===== src/design/xee_pkg.sv =====
// constants and event codes for the external encoder fault event block
// What this block does
// - link stoppages over threshold raise 080C0000
// - received data integrity failure raises 080D0000
// - alarm code bit 0 raises 080E0000
// - alarm bits 1..5 raise 080F0000..08130000
// - broken phase A, B, Z wiring raise events
package xee_pkg;
    localparam int NUM_EVENTS = 11;
    localparam int ALARM_BITS = 6;
    localparam logic [31:0] EV_LINK_LOST = 32'h080C0000;
    localparam logic [31:0] EV_DATA_ERR = 32'h080D0000;
    localparam logic [31:0] EV_ALARM_BASE = 32'h080E0000;
    localparam logic [31:0] EV_CODE_STEP = 32'h00010000;
    localparam logic [31:0] EV_PHASE_A = 32'h08140000;
    localparam logic [31:0] EV_PHASE_B = 32'h08150000;
    localparam logic [31:0] EV_PHASE_Z = 32'h08160000;
    // event index positions
    localparam int IDX_LINK = 0;
    localparam int IDX_DATA = 1;
    localparam int IDX_ALARM = 2;
    localparam int IDX_PH_A = 8;
    localparam int IDX_PH_B = 9;
    localparam int IDX_PH_Z = 10;
    localparam logic [3:0] IDX_NONE = 4'hF;
    // stoppage counting window and broken wire filter
    localparam int WINDOW_NS = 1000000;
    localparam int CLK_NS = 8;
    localparam int WINDOW_CYCLES = WINDOW_NS / CLK_NS;
    localparam int WIRE_FILT_CYCLES = 16;
    localparam logic [7:0] STOP_LIMIT_RESET = 8'h03;
    localparam logic [NUM_EVENTS-1:0] LATCH_RESET = '0;

    function automatic logic [31:0] code_of(input logic [3:0] idx);
        logic [31:0] c;
        c = EV_LINK_LOST;
        case (idx)
            4'h0: c = EV_LINK_LOST;
            4'h1: c = EV_DATA_ERR;
            4'h8: c = EV_PHASE_A;
            4'h9: c = EV_PHASE_B;
            4'hA: c = EV_PHASE_Z;
            default: c = EV_ALARM_BASE
                + EV_CODE_STEP * 32'(idx - 4'h2);
        endcase
        return c;
    endfunction
endpackage


===== src/design/xee_events.sv =====
// external encoder fault event latching and reporting
`timescale 1ns/1ns
module xee_events
    import xee_pkg::*;
(
    // clock and reset
    input wire logic clk,
    input wire logic resetn,
    // link status from the frame receiver
    input wire logic link_stop,
    input wire logic data_err,
    input wire logic alarm_valid,
    input wire logic [ALARM_BITS-1:0] ext_encoder_alarm_code,
    // phase line fault indications
    input wire logic phase_a_fault,
    input wire logic phase_b_fault,
    input wire logic phase_z_fault,
    // configuration and clear
    input wire logic [7:0] stop_limit,
    input wire logic clear_all,
    // event outputs
    output logic [NUM_EVENTS-1:0] event_flags,
    output logic event_any,
    output logic [31:0] event_code
);
    logic [NUM_EVENTS-1:0] flags_q, flags_d, det;
    logic [7:0] stops_q, stops_d;
    logic [16:0] win_q, win_d;
    logic [31:0] code_q, code_d;
    logic brk_a, brk_b, brk_z, link_det;

    // one filter per phase line so each wire reports on its own
    xee_wire_filter u_fa (
        .clk(clk),
        .resetn(resetn),
        .fault_raw(phase_a_fault),
        .broken(brk_a)
    );

    xee_wire_filter u_fb (
        .clk(clk),
        .resetn(resetn),
        .fault_raw(phase_b_fault),
        .broken(brk_b)
    );

    xee_wire_filter u_fz (
        .clk(clk),
        .resetn(resetn),
        .fault_raw(phase_z_fault),
        .broken(brk_z)
    );

    // stoppages are counted per window; the count restarts each window
    always_comb begin
        win_d = win_q + 17'h00001;
        stops_d = stops_q;
        if (win_q >= 17'(WINDOW_CYCLES - 1)) begin
            win_d = '0;
            stops_d = '0;
        end
        if (link_stop && stops_d != 8'hFF) begin
            stops_d = stops_d + 8'h01;
        end
        link_det = link_stop && (stops_q >= stop_limit);
    end

    always_comb begin
        det = '0;
        det[IDX_LINK] = link_det;
        det[IDX_DATA] = data_err;
        if (alarm_valid) begin
            det[IDX_ALARM] = ext_encoder_alarm_code[0];
            det[IDX_ALARM+5:IDX_ALARM+1] = ext_encoder_alarm_code[5:1];
        end
        det[IDX_PH_A] = brk_a;
        det[IDX_PH_B] = brk_b;
        det[IDX_PH_Z] = brk_z;
        // a detection in the clear cycle wins so no event is lost
        flags_d = (clear_all ? '0 : flags_q) | det;
    end

    // code shows the lowest index of any newly raised flag;
    // a raise in the clear cycle counts as new
    always_comb begin
        code_d = code_q;
        if (clear_all) begin
            code_d = '0;
        end
        for (int i = NUM_EVENTS - 1; i >= 0; i--) begin
            if (det[i] && (clear_all || !flags_q[i])) begin
                code_d = code_of(4'(i));
            end
        end
    end

    always_ff @(posedge clk or negedge resetn) begin
        if (!resetn) begin
            stops_q <= '0;
            win_q <= '0;
        end else begin
            stops_q <= stops_d;
            win_q <= win_d;
        end
    end

    always_ff @(posedge clk or negedge resetn) begin
        if (!resetn) begin
            flags_q <= LATCH_RESET;
        end else begin
            flags_q <= flags_d;
        end
    end

    always_ff @(posedge clk or negedge resetn) begin
        if (!resetn) begin
            code_q <= '0;
        end else begin
            code_q <= code_d;
        end
    end

    assign event_flags = flags_q;
    assign event_any = |flags_q;
    assign event_code = code_q;
endmodule


===== src/design/xee_wire_filter.sv =====
// per-phase broken wiring detector with a stable-level filter
`timescale 1ns/1ns
module xee_wire_filter
    import xee_pkg::*;
(
    // clock and reset
    input wire logic clk,
    input wire logic resetn,
    // phase wire health (high means line fault seen)
    input wire logic fault_raw,
    output logic broken
);
    logic [4:0] cnt_q, cnt_d;
    logic broken_q, broken_d;

    // glitches shorter than the filter never flag a break
    always_comb begin
        cnt_d = '0;
        broken_d = broken_q;
        if (fault_raw) begin
            if (cnt_q < 5'(WIRE_FILT_CYCLES)) begin
                cnt_d = cnt_q + 5'h01;
            end else begin
                cnt_d = cnt_q;
            end
        end
        broken_d = fault_raw && (cnt_q >= 5'(WIRE_FILT_CYCLES - 1));
    end

    always_ff @(posedge clk or negedge resetn) begin
        if (!resetn) begin
            cnt_q <= '0;
            broken_q <= 1'b0;
        end else begin
            cnt_q <= cnt_d;
            broken_q <= broken_d;
        end
    end

    assign broken = broken_q;
endmodule


===== config.mk =====
export PLATFORM = sky130hd
export DESIGN_NAME = xee_events
export DESIGN_NICKNAME = d
export VERILOG_FILES = /design/src/design/xee_pkg.sv /design/src/design/xee_events.sv /design/src/design/xee_wire_filter.sv
export SDC_FILE = /design/constraint.sdc
export NUM_CORES = 1
export LEC_CHECK = 0
export BUFFER_PORTS_ARGS = -buffer_cell sky130_fd_sc_hd__clkbuf_2
export CORE_AREA = 5 5 82 84
export CTS_CLUSTER_SIZE = 10
export DETAILED_ROUTE_END_ITERATION = 8
export DIE_AREA = 0 0 87 89
export GPL_TIMING_DRIVEN = 0
export PLACE_DENSITY = 0.8
export SYNTH_ARGS = -nofsm -noshare
export SYNTH_HDL_FRONTEND = slang
export SYNTH_SLANG_ARGS = --single-unit

===== constraint.sdc =====
create_clock -name clk -period 4.01 [get_ports clk]
set_clock_uncertainty 0.05 [all_clocks]
set_input_delay 0.2005 -clock clk [delete_from_list [all_inputs] [get_ports clk]]
set_output_delay 0.2005 -clock clk [all_outputs]
set_load 0.005 [all_outputs]

Word level (Yosys, flattened, before mapping). Index checks and enable logic that the tools add are counted.

Memories kept: 0. Latch bits: 0. Output and inout port bits: 44. Memory bits (writable): 0. Memory bits (read-only): 0. Register bits: 86.

Multiply operators: 0. Shift-type cells: 0. $add $sub $neg: 5. Reductions and logical operators: 40. Muxes and demuxes: 23. Bitwise gates (word level): 1. Eq/ne operators: 4. $lt $le $gt $ge: 8. Divide/modulo/power cells: 0.

Operators with widths (number): $mux W32 (12); $mux W5 (6); $add A17 B1 Y17 const B (1); $ge A17 B17 Y1 const B (1); $mux W17 (1); $logic_and A1 B1 Y1 (16); $mux W8 (2); $add A5 B1 Y5 const B (3); $ge A5 B4 Y1 const B (3); $lt A5 B5 Y1 const B (3); $reduce_bool A12 Y1 (1); $logic_not A1 Y1 (11); $logic_or A1 B1 Y1 (11); $mux W11 (1); $or A11 B11 Y11 (1); $reduce_or A11 Y1 (1); $add A8 B1 Y8 const B (1); $ge A8 B8 Y1 (1); $ne A8 B8 Y1 const B (1); $mux W6 (1); $ne A2 B1 Y1 const B (3).

Logic depth before layout (Yosys ltp). Gate-level depths: netlist of run 1.

Word-level depth: 14. Mapped depth: 7. Depth with buffers taken out: 7.

Cells and area by module. A second synthesis of run 1 with hierarchy kept.

Cell total of the unflattened synthesis: 355. Area total of the unflattened synthesis: 3429.5 sq um.

Modules (own cells, without submodules): xee_events (seq. area each 1051.0 sq um, times used 1, area each 2570.0 sq um, cells each 283); xee_wire_filter (seq. area each 150.1 sq um, times used 3, area each 286.5 sq um, cells each 24).

Worst setup path after synthesis of run 1. OpenSTA, ideal clock, no wires.

Path type: register -> register. Start: reg stops_q[5]. End: reg code_q[20], in the netlist event_code[20]. Period minus slack after synthesis: 1584 ps. Stages on the path, launching flop included: 7. Arrival time: 1412 ps. Buffers on the path: 0. Setup slack: 2426 ps. Setup time: 122 ps. Path through: dfrtp_1 > ha_1 > a21oi_1 > o21ai_0 > o211ai_1 > o21ba_2 > a21boi_1.

Longest elaborated chain between the ends: 4. Elaborated cells on any way between the ends: 5. Classes of those cells: order compare (1); mux (1); reduce/logical (3).

Ends and longest elaborated chain: start, declared (line xee_events.sv:27) `logic [7:0] stops_q, stops_d;`; start signal, assigned (line xee_events.sv:102) `stops_q <= stops_d;`; $ge A8 B8 Y1 (*) (line xee_events.sv:65) `link_det = link_stop && (stops_q >= stop_limit);`; $logic_and A1 B1 Y1 (*) (line xee_events.sv:65); $logic_and A1 B1 Y1 (*) (line xee_events.sv:91) `if (det[i] && (clear_all || !flags_q[i])) begin`; $reduce_bool A12 Y1 (no line) / $mux W32 (equally long branches); end signal, assigned (line xee_events.sv:119) `code_q <= code_d;`; end, declared (line xee_events.sv:29) `logic [31:0] code_q, code_d;`.

Mark *: on every way between the ends. The rest lies on a longest branch, timed or not. A chain may end at the register's enable or synchronous reset.

Worst setup path after layout of run 1.
Start: reg stops_q[5]. End: reg code_q[17], in the netlist event_code[17].

Same word-level chain as after synthesis.

==> impl_results.rst, run 1 <==
.. list-table::
   :header-rows: 1

   * - Metric
     - Value
   * - Result of the run
     - complete, no violations
   * - Maximum clock frequency
     - between 0.5 and 0.6 GHz
   * - Count of fill cells added during filler insertion
     - roughly 480
   * - Initial cell density of the core
     - 57.8%
   * - Proportion of netlist area held by the largest area contributor
     - ~44%
   * - Routed wire per std cell
     - between 10 and 15 um
   * - HPWL reported at the end of detailed placement
     - approximately 4.8 mm
   * - Detailed-router iteration count before antenna repair
     - 4
   * - TritonCTS clock tree
     - built
   * - Area Growth Syn to Fin
     - 18.3%
   * - Hold Fails Final Rpt
     - 0
   * - Post-synth cell types
     - between 40 and 50
   * - Final setup violating endpoints
     - 0
   * - Final std cells w/o fill
     - roughly 510
   * - Remaining number of nets flagged by the antenna check after routing
     - 0
   * - Total inserted antenna cells
     - 0
   * - Placer Congestion
     - approximately 0.89
   * - GR Util All Layers
     - a little under a fifth
   * - DR iter-0 viols
     - around 130
   * - Gate Count Post-Synth
     - 352
   * - Worst Hold Depth
     - 2
   * - Max-slew headroom
     - approximately 48%
   * - Fraction of layout cells with a size suffix above 1
     - 21.9%
   * - Startpoint of the lowest-slack register-to-register path
     - stops_q[5]
   * - Pin count of the biggest net entering global routing
     - between 60 and 70
   * - Clk sink count
     - 60
   * - Slowest CP cell
     - dfrtp_1
   * - Number of antenna violations at the first check in global routing
     - 0
   * - Setup repair after global routing missed its margin
     - no
   * - Leakage
     - slightly above 2 nW
   * - Global-route wire length before repair
     - 11.2 mm
   * - Type of origin of the critical path
     - flop
   * - Transition at the pin with the smallest max-transition slack
     - approximately 0.79 ns
   * - Startpoint of the worst hold path
     - data_err
   * - Horiz. Die Dim
     - just under 90 um
   * - R2R Setup Slk
     - roughly 2.2 ns
   * - Class of the most critical hold timing path
     - input pin to flop
   * - Category of the critical setup timing path
     - flop to flop
   * - Fraction of the cycle the final worst path needs
     - between 40% and 50%
   * - Ys flop type
     - dfrtp_1
   * - Synthesized area per cell
     - about 9.6 um2
   * - Number of buffers between clock root and the deepest sink
     - 2
   * - Fin. max-slew vios
     - 0
   * - Overall overflow remaining after global route
     - 0
   * - Register cell area after layout
     - ~1500 um2
   * - Drc violations
     - 0
   * - Main area contributors after synthesis
     - dfrtp_1 (44%), buf_4 (6.0%), ha_1 (5.6%)
   * - TritonCTS Buffers
     - 9
   * - Count of vias placed by the detailed router
     - about 2600
   * - Capturing point of the worst reg2reg path
     - event_code[17]
   * - Vias in the first global route
     - 2539
   * - EDFF count, synth
     - 0
   * - Worst Hold End
     - event_flags[1]
   * - Count of buffers inserted at the top-level ports
     - 40
   * - Proportion of synthesized chip area in sequential cells
     - between 40 and 50%
   * - Shortest period the worst path allows
     - 1.81 ns
   * - Core Area
     - 5850 um2
   * - Worst-case reg-to-reg path depth
     - 6
   * - Routed wire length
     - roughly 6.7 mm
   * - Combined area of the multi-input logic cells
     - 1680 um2
   * - Area of the mapped netlist
     - between 3000 and 4000 um2
   * - Async set-reset flop share out of synthesis
     - 100%
   * - Number of max-cap violations
     - 0
   * - Largest stage delay on the critical path
     - between 0.4 and 0.5 ns
   * - Clock transition time at the flip-flop clock pins of the worst setup and hold paths
     - about 0.07 ns
   * - CP Data Arrival Time
     - 1.99 ns
   * - Vias per inst
     - between 5 and 6
   * - Type of element capturing the critical path
     - flop
   * - FF+latch count, synth
     - 60
   * - Warnings, synthesis
     - 0
   * - Later-pin clock latency in the skew report
     - approximately 0.33 ns
   * - TNS Setup
     - 0 ns
   * - Tot Pwr
     - 0.00174 W
   * - Placement row count
     - 28
   * - Placed Instances
     - 492
   * - Height of the die
     - between 80 and 90 um
   * - Required time of the worst setup path
     - around 4.2 ns
   * - Final layout net count
     - between 400 and 500
   * - Power density of the placed cells
     - between 400 and 500 nW/um2
   * - Largest fanout on the critical path
     - 5
   * - Worst voltage drop across the vdd grid
     - 225 uV
   * - Critical Path, Cell by Cell
     - ha_1 > a21oi_1 > o21ai_0 > o211ai_1 > nor2_1 > a211oi_1
   * - H-Tree Level Count
     - 3
   * - Root buf cell
     - clkbuf_8
   * - I/O Pins
     - 67
   * - Yosys top cell by area
     - dfrtp_1
   * - Total Die Area
     - between 7000 and 8000 um2
[through the flow]
stage	cell area [um2]	utilization [%]	hold slack [ns]	worst slack, ns
5_1_grt	4000	68.3	0.0352	1.96
3_5_place_dp	3770	64.4	0.324	2.22
2_1_floorplan	3470	-	-0.145	2.43
6_report	4000	68.3	0.0309	2.20
3_3_place_gp	3770	64.4	0.369	2.26
4_1_cts	4000	68.3	0.0335	2.20
[timing repair]
item / 4_1_cts / 5_1_grt
hold endpoints to repair: 60 / 0
gates resized for setup: 0 / 0
buffers inserted: 0 / 0
hold buffers: 1 / 0
[worst max-delay path by stage]
stage	slack [ns]	end	depth (start not counted)	from
final	2.20	event_code[17]	6	stops_q[5]
after global routing	1.96	event_code[17]	6	stops_q[5]
after global placement	2.26	event_code[20]	6	stops_q[5]
after CTS	2.20	event_code[17]	6	stops_q[5]
after detailed placement	2.22	win_q[2]	7	win_q[0]
after floorplan	2.43	event_code[20]	6	stops_q[5]
[synth_stat cells (4+ instances only)]
| library cell | instances |
|---|---|
| buf_4 | 27 |
| nor2_1 | 31 |
| a21boi_0 | 8 |
| nand4_1 | 10 |
| dfrtp_1 | 60 |
| xnor2_1 | 14 |
| nand2b_1 | 16 |
| nand3_1 | 12 |
| nand2_1 | 32 |
| o21ai_0 | 11 |
| inv_1 | 19 |
| xor2_1 | 9 |
| nor3_1 | 5 |
| ha_1 | 15 |
| a21oi_1 | 11 |
| and3_1 | 5 |
| nor2b_1 | 8 |
| and2_1 | 10 |
| mux2i_1 | 4 |
[power by group]
group          switching [W]  internal (W)  leakage [nW]
clock               0.000234      0.000364         0.113
combinational       0.000181      0.000181          1.13
sequential         0.0000995      0.000684         0.764
total               0.000514       0.00123          2.01
[logic make-up after synthesis]
family	synth area share, %
simple gates	21.7
flops	44.4
compound gates	12.4
buf+inv	8.66
xor+xnor	5.96
fa+ha+maj	5.55
mux	1.18
other cells	0.111
[critical path, delay by kind of cell, from the launching register on]
| kind | cells | cell delay [ns] |
|---|---|---|
| and+or+nand+nor | 1 | 0.11 |
| adders and majority gates | 1 | 0.31 |
| DFF | 1 | 0.44 |
| AOI/OAI and AO/OA | 4 | 0.80 |
[placed cells by master (no fill, tap or decap), types with 11 or more instances in the layout]
cell type / instances
a21oi_1: 11
buf_4: 27
clkbuf_2: 39
conb_1: 26
dfrtp_1: 60
ha_1: 15
inv_1: 19
nand2_1: 32
nand2b_1: 16
nand3_1: 12
nor2_1: 31
o21ai_0: 11
xnor2_1: 14
[state kept, by name, indices dropped and copies added (netlist names), 5 cells and up]
signal       count
win_q           17
u_fz.cnt_q       5
event_code       6
u_fb.cnt_q       5
event_flags     11
u_fa.cnt_q       5
stops_q          8
[per-layer routing]
metal / wire length (um) / global-route usage [%] / up-vias
met5: 0 / 0 / -
met2: 3200 / 30.8 / 63
met1: 2980 / 22.6 / 1260
li1: - / - / 1308
met3: 365 / 3.41 / 12
met4: 106 / 8.22 / 0
[final cells by class]
cell class              instances  area share [%]
plain buffers                  31            5.54
clock buffers                  11            3.54
clock inverters                 5            1.88
inverters                      19            1.78
multi-input cells             267            42.0
flip-flops and latches         60            37.6
well taps                      75            2.35
repair buffers                 41            5.32
(Power assumes the default switching activity.)
==> run 2: changes to the inputs <==
CORE_AREA = 5 5 89 91   (was 5 5 82 84)
DIE_AREA = 0 0 94 96   (was 0 0 87 89)
PLACE_DENSITY = 0.71   (was 0.8)
clock period = 1.62 ns   (was 4.01 ns; I/O delays follow)
==> run 2 against run 1 <==
Compared with the run above:
- the run now ends with setup timing left
- clock power up 130%
- register-to-register slack lost 2.2 ns
- setup slack worse by 2.2 ns
- non-clock buffer count is 20 higher
- sequential share of layout area is 2.9 points lower
- first-iteration DRC count shrank 30%
- design area is 9.0% higher
- flip-flop and latch count did not move
- critical path depth is 1 higher
- largest cell class unchanged
- largest power group unchanged
==> impl_results.rst, run 2 (same netlist as run 1, synthesis figures left out) <==
.. list-table::
   :header-rows: 1

   * - Metric
     - Value
   * - Vias in the first global route
     - 2473 (-2.6%)
   * - Type of element capturing the critical path
     - flop
   * - Clock transition time at the flip-flop clock pins of the worst setup and hold paths
     - 0.07 ns (about the same)
   * - Height of the die
     - 96 um (+7.9%)
   * - Most common cell after layout, fill and taps aside
     - dfrtp_1
   * - Horiz. Die Dim
     - 94 um (+8.0%)
   * - Routed wire length
     - 6.99 mm (+5.1%)
   * - Later-pin clock latency in the skew report
     - 0.33 ns (about the same)
   * - R2R Setup Slk
     - -0.04 ns (-2.24 ns)
   * - Vias per inst
     - 4.88 (-6.0%)
   * - Detailed-router iteration count before antenna repair
     - 4 (unchanged)
   * - Final layout net count
     - 487 (+4.3%)
   * - Leakage
     - 2.16 nW (+7.2%)
   * - Fraction of layout cells with a size suffix above 1
     - 28.0% (+6.1 points)
   * - Initial cell density of the core
     - 47.9% (-9.9 points)
   * - Register with the most flip-flops
     - win_q
   * - Total Die Area
     - 9020 um2 (+17%)
   * - Category of the critical setup timing path
     - flop to flop
   * - Pin count of the biggest net entering global routing
     - 61 (unchanged)
   * - Fin. max-slew vios
     - 0 (unchanged)
   * - Worst-case reg-to-reg path depth
     - 7 (+1)
   * - Routed wire per std cell
     - 12.6 um (-3.3%)
   * - Capturing point of the worst reg2reg path
     - event_code[20]
   * - Placed cell areas
     - 3800 um2 (+0.80%)
   * - Count of vias placed by the detailed router
     - 2699 (+2.1%)
   * - Hold Fails Final Rpt
     - 0 (unchanged)
   * - Type of origin of the critical path
     - flop
   * - Family with the most delay on the worst path
     - compound AO/OA/AOI/OAI gates
   * - Drc violations
     - 0 (unchanged)
   * - Count of fill cells added during filler insertion
     - 597 (+25%)
   * - Design internal power
     - 0.00307 W (+150%)
   * - Maximum clock frequency
     - 0.603 GHz (+9.1%)
   * - Placer Congestion
     - 0.801 (-9.6%)
   * - Overall overflow remaining after global route
     - 0 (unchanged)
   * - Root buf cell
     - clkbuf_8
   * - Critical Path, Cell by Cell
     - inv_2 > ha_1 > nand2b_4 > a21oi_2 > o211a_1 > o21ba_4 > a21boi_2
   * - Transition at the pin with the smallest max-transition slack
     - 0.791 ns (+0.00525 ns)
   * - Most frequent cells in the layout
     - dfrtp_1 (55), clkbuf_2 (39), buf_4 (37), nand2_1 (30), nor2_1 (30)
   * - Required time of the worst setup path
     - 1.79 ns (-2.40 ns)
   * - Post-route cell area
     - 4350 um2 (+9.0%)
   * - TritonCTS clock tree
     - built
   * - Gate power share
     - 25.7% (+4.9 points)
   * - Shortest period the worst path allows
     - 1.66 ns (-0.151 ns)
   * - Clk sink count
     - 60 (unchanged)
   * - Number of antenna violations at the first check in global routing
     - 0 (unchanged)
   * - Core Area
     - 7060 um2 (+21%)
   * - Worst slack at placement
     - -0.198 ns (-2.42 ns)
   * - Power share of the sequential group
     - 43.3% (-1.7 points)
   * - Max reg flops
     - 17 (unchanged)
   * - Global-route wire length before repair
     - 11.3 mm (+1.0%)
   * - TritonCTS Buffers
     - 9 (unchanged)
   * - Setup repair after global routing missed its margin
     - yes
   * - Clock power frac
     - 31.0% (-3.3 points)
   * - Violated checks
     - setup timing
   * - HPWL reported at the end of detailed placement
     - 4.79 mm (-0.69%)
   * - Largest stage delay on the critical path
     - 0.38 ns (-0.06 ns)
   * - Tot Pwr
     - 0.00441 W (+150%)
   * - P_sw
     - 0.00134 W (+160%)
   * - Fraction of the cycle the final worst path needs
     - 102% (+57 points)
   * - GR Util All Layers
     - 15.8% (-2.3 points)
   * - Number of buffer and inverter stages on the critical path
     - 1 (+1)
   * - H-Tree Level Count
     - 3 (unchanged)
   * - Power density of the placed cells
     - 1010 nW/um2 (+130%)
   * - Number of logic stages on the critical path including buffering
     - 7 (+1)
   * - Final setup margin
     - -0.0376 ns (-2.24 ns)
   * - Max-slew headroom
     - 47.2% (-0.35 points)
   * - Result of the run
     - finished, violations left
   * - I/O Pins
     - 67 (unchanged)
   * - Number of max-cap violations
     - 0 (unchanged)
   * - Number of buffers between clock root and the deepest sink
     - 2 (unchanged)
   * - Remaining number of nets flagged by the antenna check after routing
     - 0 (unchanged)
   * - Worst Hold Depth
     - 3 (+1)
   * - Largest fanout on the critical path
     - 4 (-1)
   * - CP Data Arrival Time
     - 1.83 ns (-0.16 ns)
   * - Count of buffers inserted at the top-level ports
     - 40 (unchanged)
   * - Total inserted antenna cells
     - 0 (unchanged)
   * - Startpoint of the lowest-slack register-to-register path
     - stops_q[0]
   * - Sw Ratio
     - 30.4% (+0.91 points)
   * - Final setup violating endpoints
     - 1 (+1)
   * - Setup crit end
     - event_code[20]
   * - Slowest CP cell
     - dfrtp_1
   * - End-of-flow core utilization
     - 61.7% (-6.6 points)
   * - Area Growth Syn to Fin
     - 28.8%
   * - DR iter-0 viols
     - 89 (-30%)
   * - Class of the most critical hold timing path
     - input pin to flop
   * - Placement row count
     - 31 (+11%)
   * - Critical path launch point
     - stops_q[0]
   * - Worst voltage drop across the vdd grid
     - 587 uV (+160%)
[run 2: cell count changes in the layout (fill, tap and decap cells not counted), moves of 2 or more]
cell	change
buf_4	+10
dlygate4sd3_1	+10
dfrtp_1	-5
dfrtp_2	+5
a21oi_1	-3
buf_2	-3
ha_1	-3
ha_4	+3
a21oi_2	+2
buf_8	+2
nand2_1	-2
nor3_4	+2
o21ai_0	-2
[run 2: routing by layer]
layer | wire length [um] | vias to the layer above | track usage [%]
met1 | 3150 | 1264 | 20.2
met5 | 0 | - | 0
li1 | - | 1354 | -
met4 | 148 | 0 | 7.46
met2 | 3330 | 69 | 26.1
met3 | 362 | 12 | 3.05
[run 2: tightest hold or removal path: stages]
cell and delay [ns]:
clkbuf_2 0.09, nand2b_1 0.14, nand2_1 0.06
[run 2: how the worst min path moves through the flow]
stage               slack [ns]              to       from
global placement          0.24  event_flags[1]   data_err
finish                    0.02  event_flags[4]  clear_all
global route              0.03  event_flags[5]  clear_all
CTS                      0.004  event_flags[4]  clear_all
floorplan                -0.26  event_code[16]     resetn
detailed placement        0.20   u_fa.cnt_q[2]     resetn
[run 2: cell type report]
| class | count | area, um2 | share of cell area, % |
|---|---|---|---|
| Buffer | 31 | 248 | 5.69 |
| Clock buffer | 12 | 155 | 3.56 |
| Clock inverter | 4 | 47.5 | 1.09 |
| Inverter | 19 | 71.3 | 1.64 |
| Multi-Input combinational cell | 267 | 1810 | 41.6 |
| Sequential cell | 60 | 1510 | 34.6 |
| Tap cell | 99 | 124 | 2.84 |
| Timing Repair Buffer | 61 | 388 | 8.91 |
[run 2: power by group through the flow]
| stage | Clock, W | Sequential [W] | Combinational (W) |
|---|---|---|---|
| 2_1_floorplan | 0 | 0.00190 | 0.000637 |
| 3_3_place_gp | 0 | 0.00194 | 0.000867 |
| 3_5_place_dp | 0 | 0.00195 | 0.000888 |
| 4_1_cts | 0.00141 | 0.00190 | 0.00105 |
| 5_1_grt | 0.00145 | 0.00194 | 0.00128 |
| 6_report | 0.00137 | 0.00191 | 0.00113 |
[run 2: repair_timing]
item	4_1_cts	5_1_grt
gates resized for setup	13	27
hold endpoints to repair	85	0
hold buffers	11	0
buffers inserted	5	5
gates cloned	0	0
pin swaps	5	11
endpoints found under the setup margin	28	30
[run 2: metrics by stage]
step | hold WS, ns | setup TNS [ns] | cells
6_report | 0.0218 | -0.0376 | 553
5_1_grt | 0.0345 | -0.314 | 553
4_1_cts | 0.00443 | -0.0153 | 548
3_5_place_dp | 0.197 | -2.81 | 516
3_3_place_gp | 0.243 | -2.44 | 516
2_1_floorplan | -0.265 | 0 | 377
==> run 3: changes to the inputs <==
CORE_AREA = 5 5 69 117   (was 5 5 89 91)
DIE_AREA = 0 0 74 122   (was 0 0 94 96)
==> run 3 against run 2 <==
Compared with the run above:
- the run ends with hold timing, setup timing left
- critical path depth down 1
- clock-buffer cell count unchanged
- power up 18%
- first-iteration DRC count up 11%
- die area about the same
- non-clock buffer count down 2
- via count up 2.4%
- combinational power about the same
- final cell count down 2.7%
- clock power up 54%
- critical endpoint unchanged
==> impl_results.rst, run 3 (same netlist as run 1, synthesis figures left out) <==
.. list-table::
   :header-rows: 1

   * - Metric
     - Value
   * - Final setup margin
     - -0.0466 ns (-0.00902 ns)
   * - Power density of the placed cells
     - 1170 nW/um2 (+15%)
   * - Result of the run
     - finished, violations left
   * - Final setup violating endpoints
     - 4 (+3)
   * - Final layout net count
     - 485 (-0.41%)
   * - Pin count of the biggest net entering global routing
     - 61 (unchanged)
   * - Root buf cell
     - clkbuf_16
   * - Placed Instances
     - 503 (-2.5%)
   * - Count of buffers inserted at the top-level ports
     - 40 (unchanged)
   * - Initial cell density of the core
     - 47.4% (-0.48 points)
   * - Number of antenna violations at the first check in global routing
     - 0 (unchanged)
   * - DR iter-0 viols
     - 99 (+11%)
   * - Horiz. Die Dim
     - 74 um (-21%)
   * - Worst voltage drop across the vdd grid
     - 502 uV (-14%)
   * - Worst hold slack
     - -0.00304 ns (-0.0249 ns)
   * - HPWL reported at the end of detailed placement
     - 5.31 mm (+11%)
   * - Largest fanout on the critical path
     - 4 (unchanged)
   * - Most frequent cells in the layout
     - dfrtp_1 (55), clkbuf_2 (39), buf_4 (37), nand2_1 (30), nor2_1 (29)
   * - Total inserted antenna cells
     - 0 (unchanged)
   * - Design internal power
     - 0.00375 W (+22%)
   * - P_sw
     - 0.00144 W (+7.2%)
   * - Placement row count
     - 41 (+32%)
   * - Later-pin clock latency in the skew report
     - 0.32 ns (about the same)
   * - Routed wire length
     - 7.48 mm (+7.1%)
   * - Register with the most flip-flops
     - win_q
   * - Transition at the pin with the smallest max-transition slack
     - 0.827 ns (+0.0361 ns)
   * - Placer Congestion
     - 0.839 (+4.8%)
   * - Detailed-router iteration count before antenna repair
     - 4 (unchanged)
   * - Setup repair after global routing missed its margin
     - yes
   * - Sw Ratio
     - 27.7% (-2.7 points)
   * - GR Util All Layers
     - 17.7% (+1.8 points)
   * - Number of max-cap violations
     - 0 (unchanged)
   * - Vias in the first global route
     - 2856 (+15%)
   * - Type of origin of the critical path
     - flop
   * - Max reg flops
     - 17 (unchanged)
   * - Drc violations
     - 0 (unchanged)
   * - Maximum clock frequency
     - 0.600 GHz (-0.54%)
   * - Category of the critical setup timing path
     - flop to flop
   * - Power share of the sequential group
     - 37.0% (-6.3 points)
   * - Final std cells w/o fill
     - 538 (-2.7%)
   * - Count of vias placed by the detailed router
     - 2764 (+2.4%)
   * - Remaining number of nets flagged by the antenna check after routing
     - 0 (unchanged)
   * - Hold Fails Final Rpt
     - 1 (+1)
   * - R2R Setup Slk
     - -0.05 ns (about the same)
   * - Required time of the worst setup path
     - 1.78 ns (about the same)
   * - Clock power frac
     - 40.7% (+9.7 points)
   * - Height of the die
     - 122 um (+27%)
   * - Shortest period the worst path allows
     - 1.67 ns (+0.00902 ns)
   * - Violated checks
     - hold timing, setup timing
   * - H-Tree Level Count
     - 3 (unchanged)
   * - Type of element capturing the critical path
     - flop
   * - Leakage
     - 2.19 nW (+1.7%)
   * - Gate power share
     - 22.3% (-3.4 points)
   * - I/O Pins
     - 67 (unchanged)
   * - Fin. max-slew vios
     - 0 (unchanged)
   * - Most common cell after layout, fill and taps aside
     - dfrtp_1
   * - Routed wire per std cell
     - 13.9 um (+10%)
   * - Post-route cell area
     - 4430 um2 (+1.8%)
   * - Area Growth Syn to Fin
     - 31.2%
   * - Fraction of the cycle the final worst path needs
     - 103% (+0.56 points)
   * - Overall overflow remaining after global route
     - 0 (unchanged)
   * - Max-slew headroom
     - 44.8% (-2.4 points)
   * - Clk sink count
     - 60 (unchanged)
   * - Fraction of layout cells with a size suffix above 1
     - 27.7% (-0.32 points)
   * - Placed cell areas
     - 3780 um2 (-0.43%)
   * - Core Area
     - 7130 um2 (+1.0%)
   * - Vias per inst
     - 5.14 (+5.3%)
   * - Number of buffers between clock root and the deepest sink
     - 2 (unchanged)
   * - TritonCTS clock tree
     - built
   * - CP Data Arrival Time
     - 1.83 ns (about the same)
   * - Class of the most critical hold timing path
     - input pin to flop
   * - Global-route wire length before repair
     - 12.5 mm (+11%)
   * - Clock transition time at the flip-flop clock pins of the worst setup and hold paths
     - 0.05 ns (-0.02 ns)
   * - TritonCTS Buffers
     - 9 (unchanged)
   * - Total Die Area
     - 9030 um2 (about the same)
## run 3: power groups by stage
stage	sequential [W]	combinational, W	clock, W
after global placement	0.00195	0.000871	0
after detailed placement	0.00196	0.000902	0
after CTS	0.00192	0.00113	0.00213
after global routing	0.00194	0.00131	0.00221
after floorplan	0.00190	0.000637	0
final	0.00192	0.00116	0.00211
## run 3: critical path, stage by stage (launching register included)
cell and delay (ns):
dfrtp_2 0.42, ha_1 0.29, nand2_2 0.08, o21ai_2 0.17
o211ai_1 0.16, o21ba_4 0.24, a21boi_2 0.15
## run 3: layout make-up
class	count	area, um2
clock inverter	4	70.1
fill	592	2700
clock buffer	12	267
inverter	19	71.3
sequential	60	1510
timing repair buffer	59	370
buffer	31	244
tap	86	108
multi-input combinational	267	1800
## run 3: timing repair
action / in CTS / in global routing
setup buffers: 6 / 3
setup endpoints to repair: 28 / 27
hold buffers: 10 / 0
hold endpoints to repair: 76 / 0
cloned: 0 / 0
resized for setup: 20 / 15
pin swaps: 8 / 5
## run 3: stage by stage
stage / setup slack [ns] / power (W) / hold slack (ns) / utilization, % / setup TNS (ns)
2_1_floorplan: 0.0357 / 0.00253 / -0.265 / - / 0
3_5_place_dp: -0.178 / 0.00286 / 0.210 / 53.1 / -2.50
4_1_cts: -0.0194 / 0.00518 / 0.00123 / 61.0 / -0.0438
6_report: -0.0466 / 0.00519 / -0.00304 / 62.2 / -0.0969
3_3_place_gp: -0.178 / 0.00282 / 0.240 / 53.0 / -2.13
5_1_grt: -0.126 / 0.00546 / 0.0165 / 62.2 / -0.726
## run 3: final timing paths
kind	from	endpoint	depth (start not counted)
worst max-delay path	stops_q[6]	event_code[20]	6
worst min-delay path	phase_a_fault	u_fa.cnt_q[3]	2
worst max register to register	stops_q[6]	event_code[20]	6
worst min register to register	u_fz.broken	event_flags[10]	1
max in group asynchronous	resetn	stops_q[6]	2
min in group asynchronous	resetn	u_fz.cnt_q[4]	2
## run 3: metal layers
| metal | wire length (um) | part of all wire [%] | global-route usage (%) | up-vias |
|---|---|---|---|---|
| li1 | - | - | - | 1345 |
| met1 | 2770 | 37 | 18.3 | 1310 |
| met2 | 4060 | 54 | 31.7 | 85 |
| met3 | 431 | 5.8 | 4.38 | 24 |
| met4 | 216 | 2.9 | 9.07 | 0 |
| met5 | 0 | 0 | 0 | - |
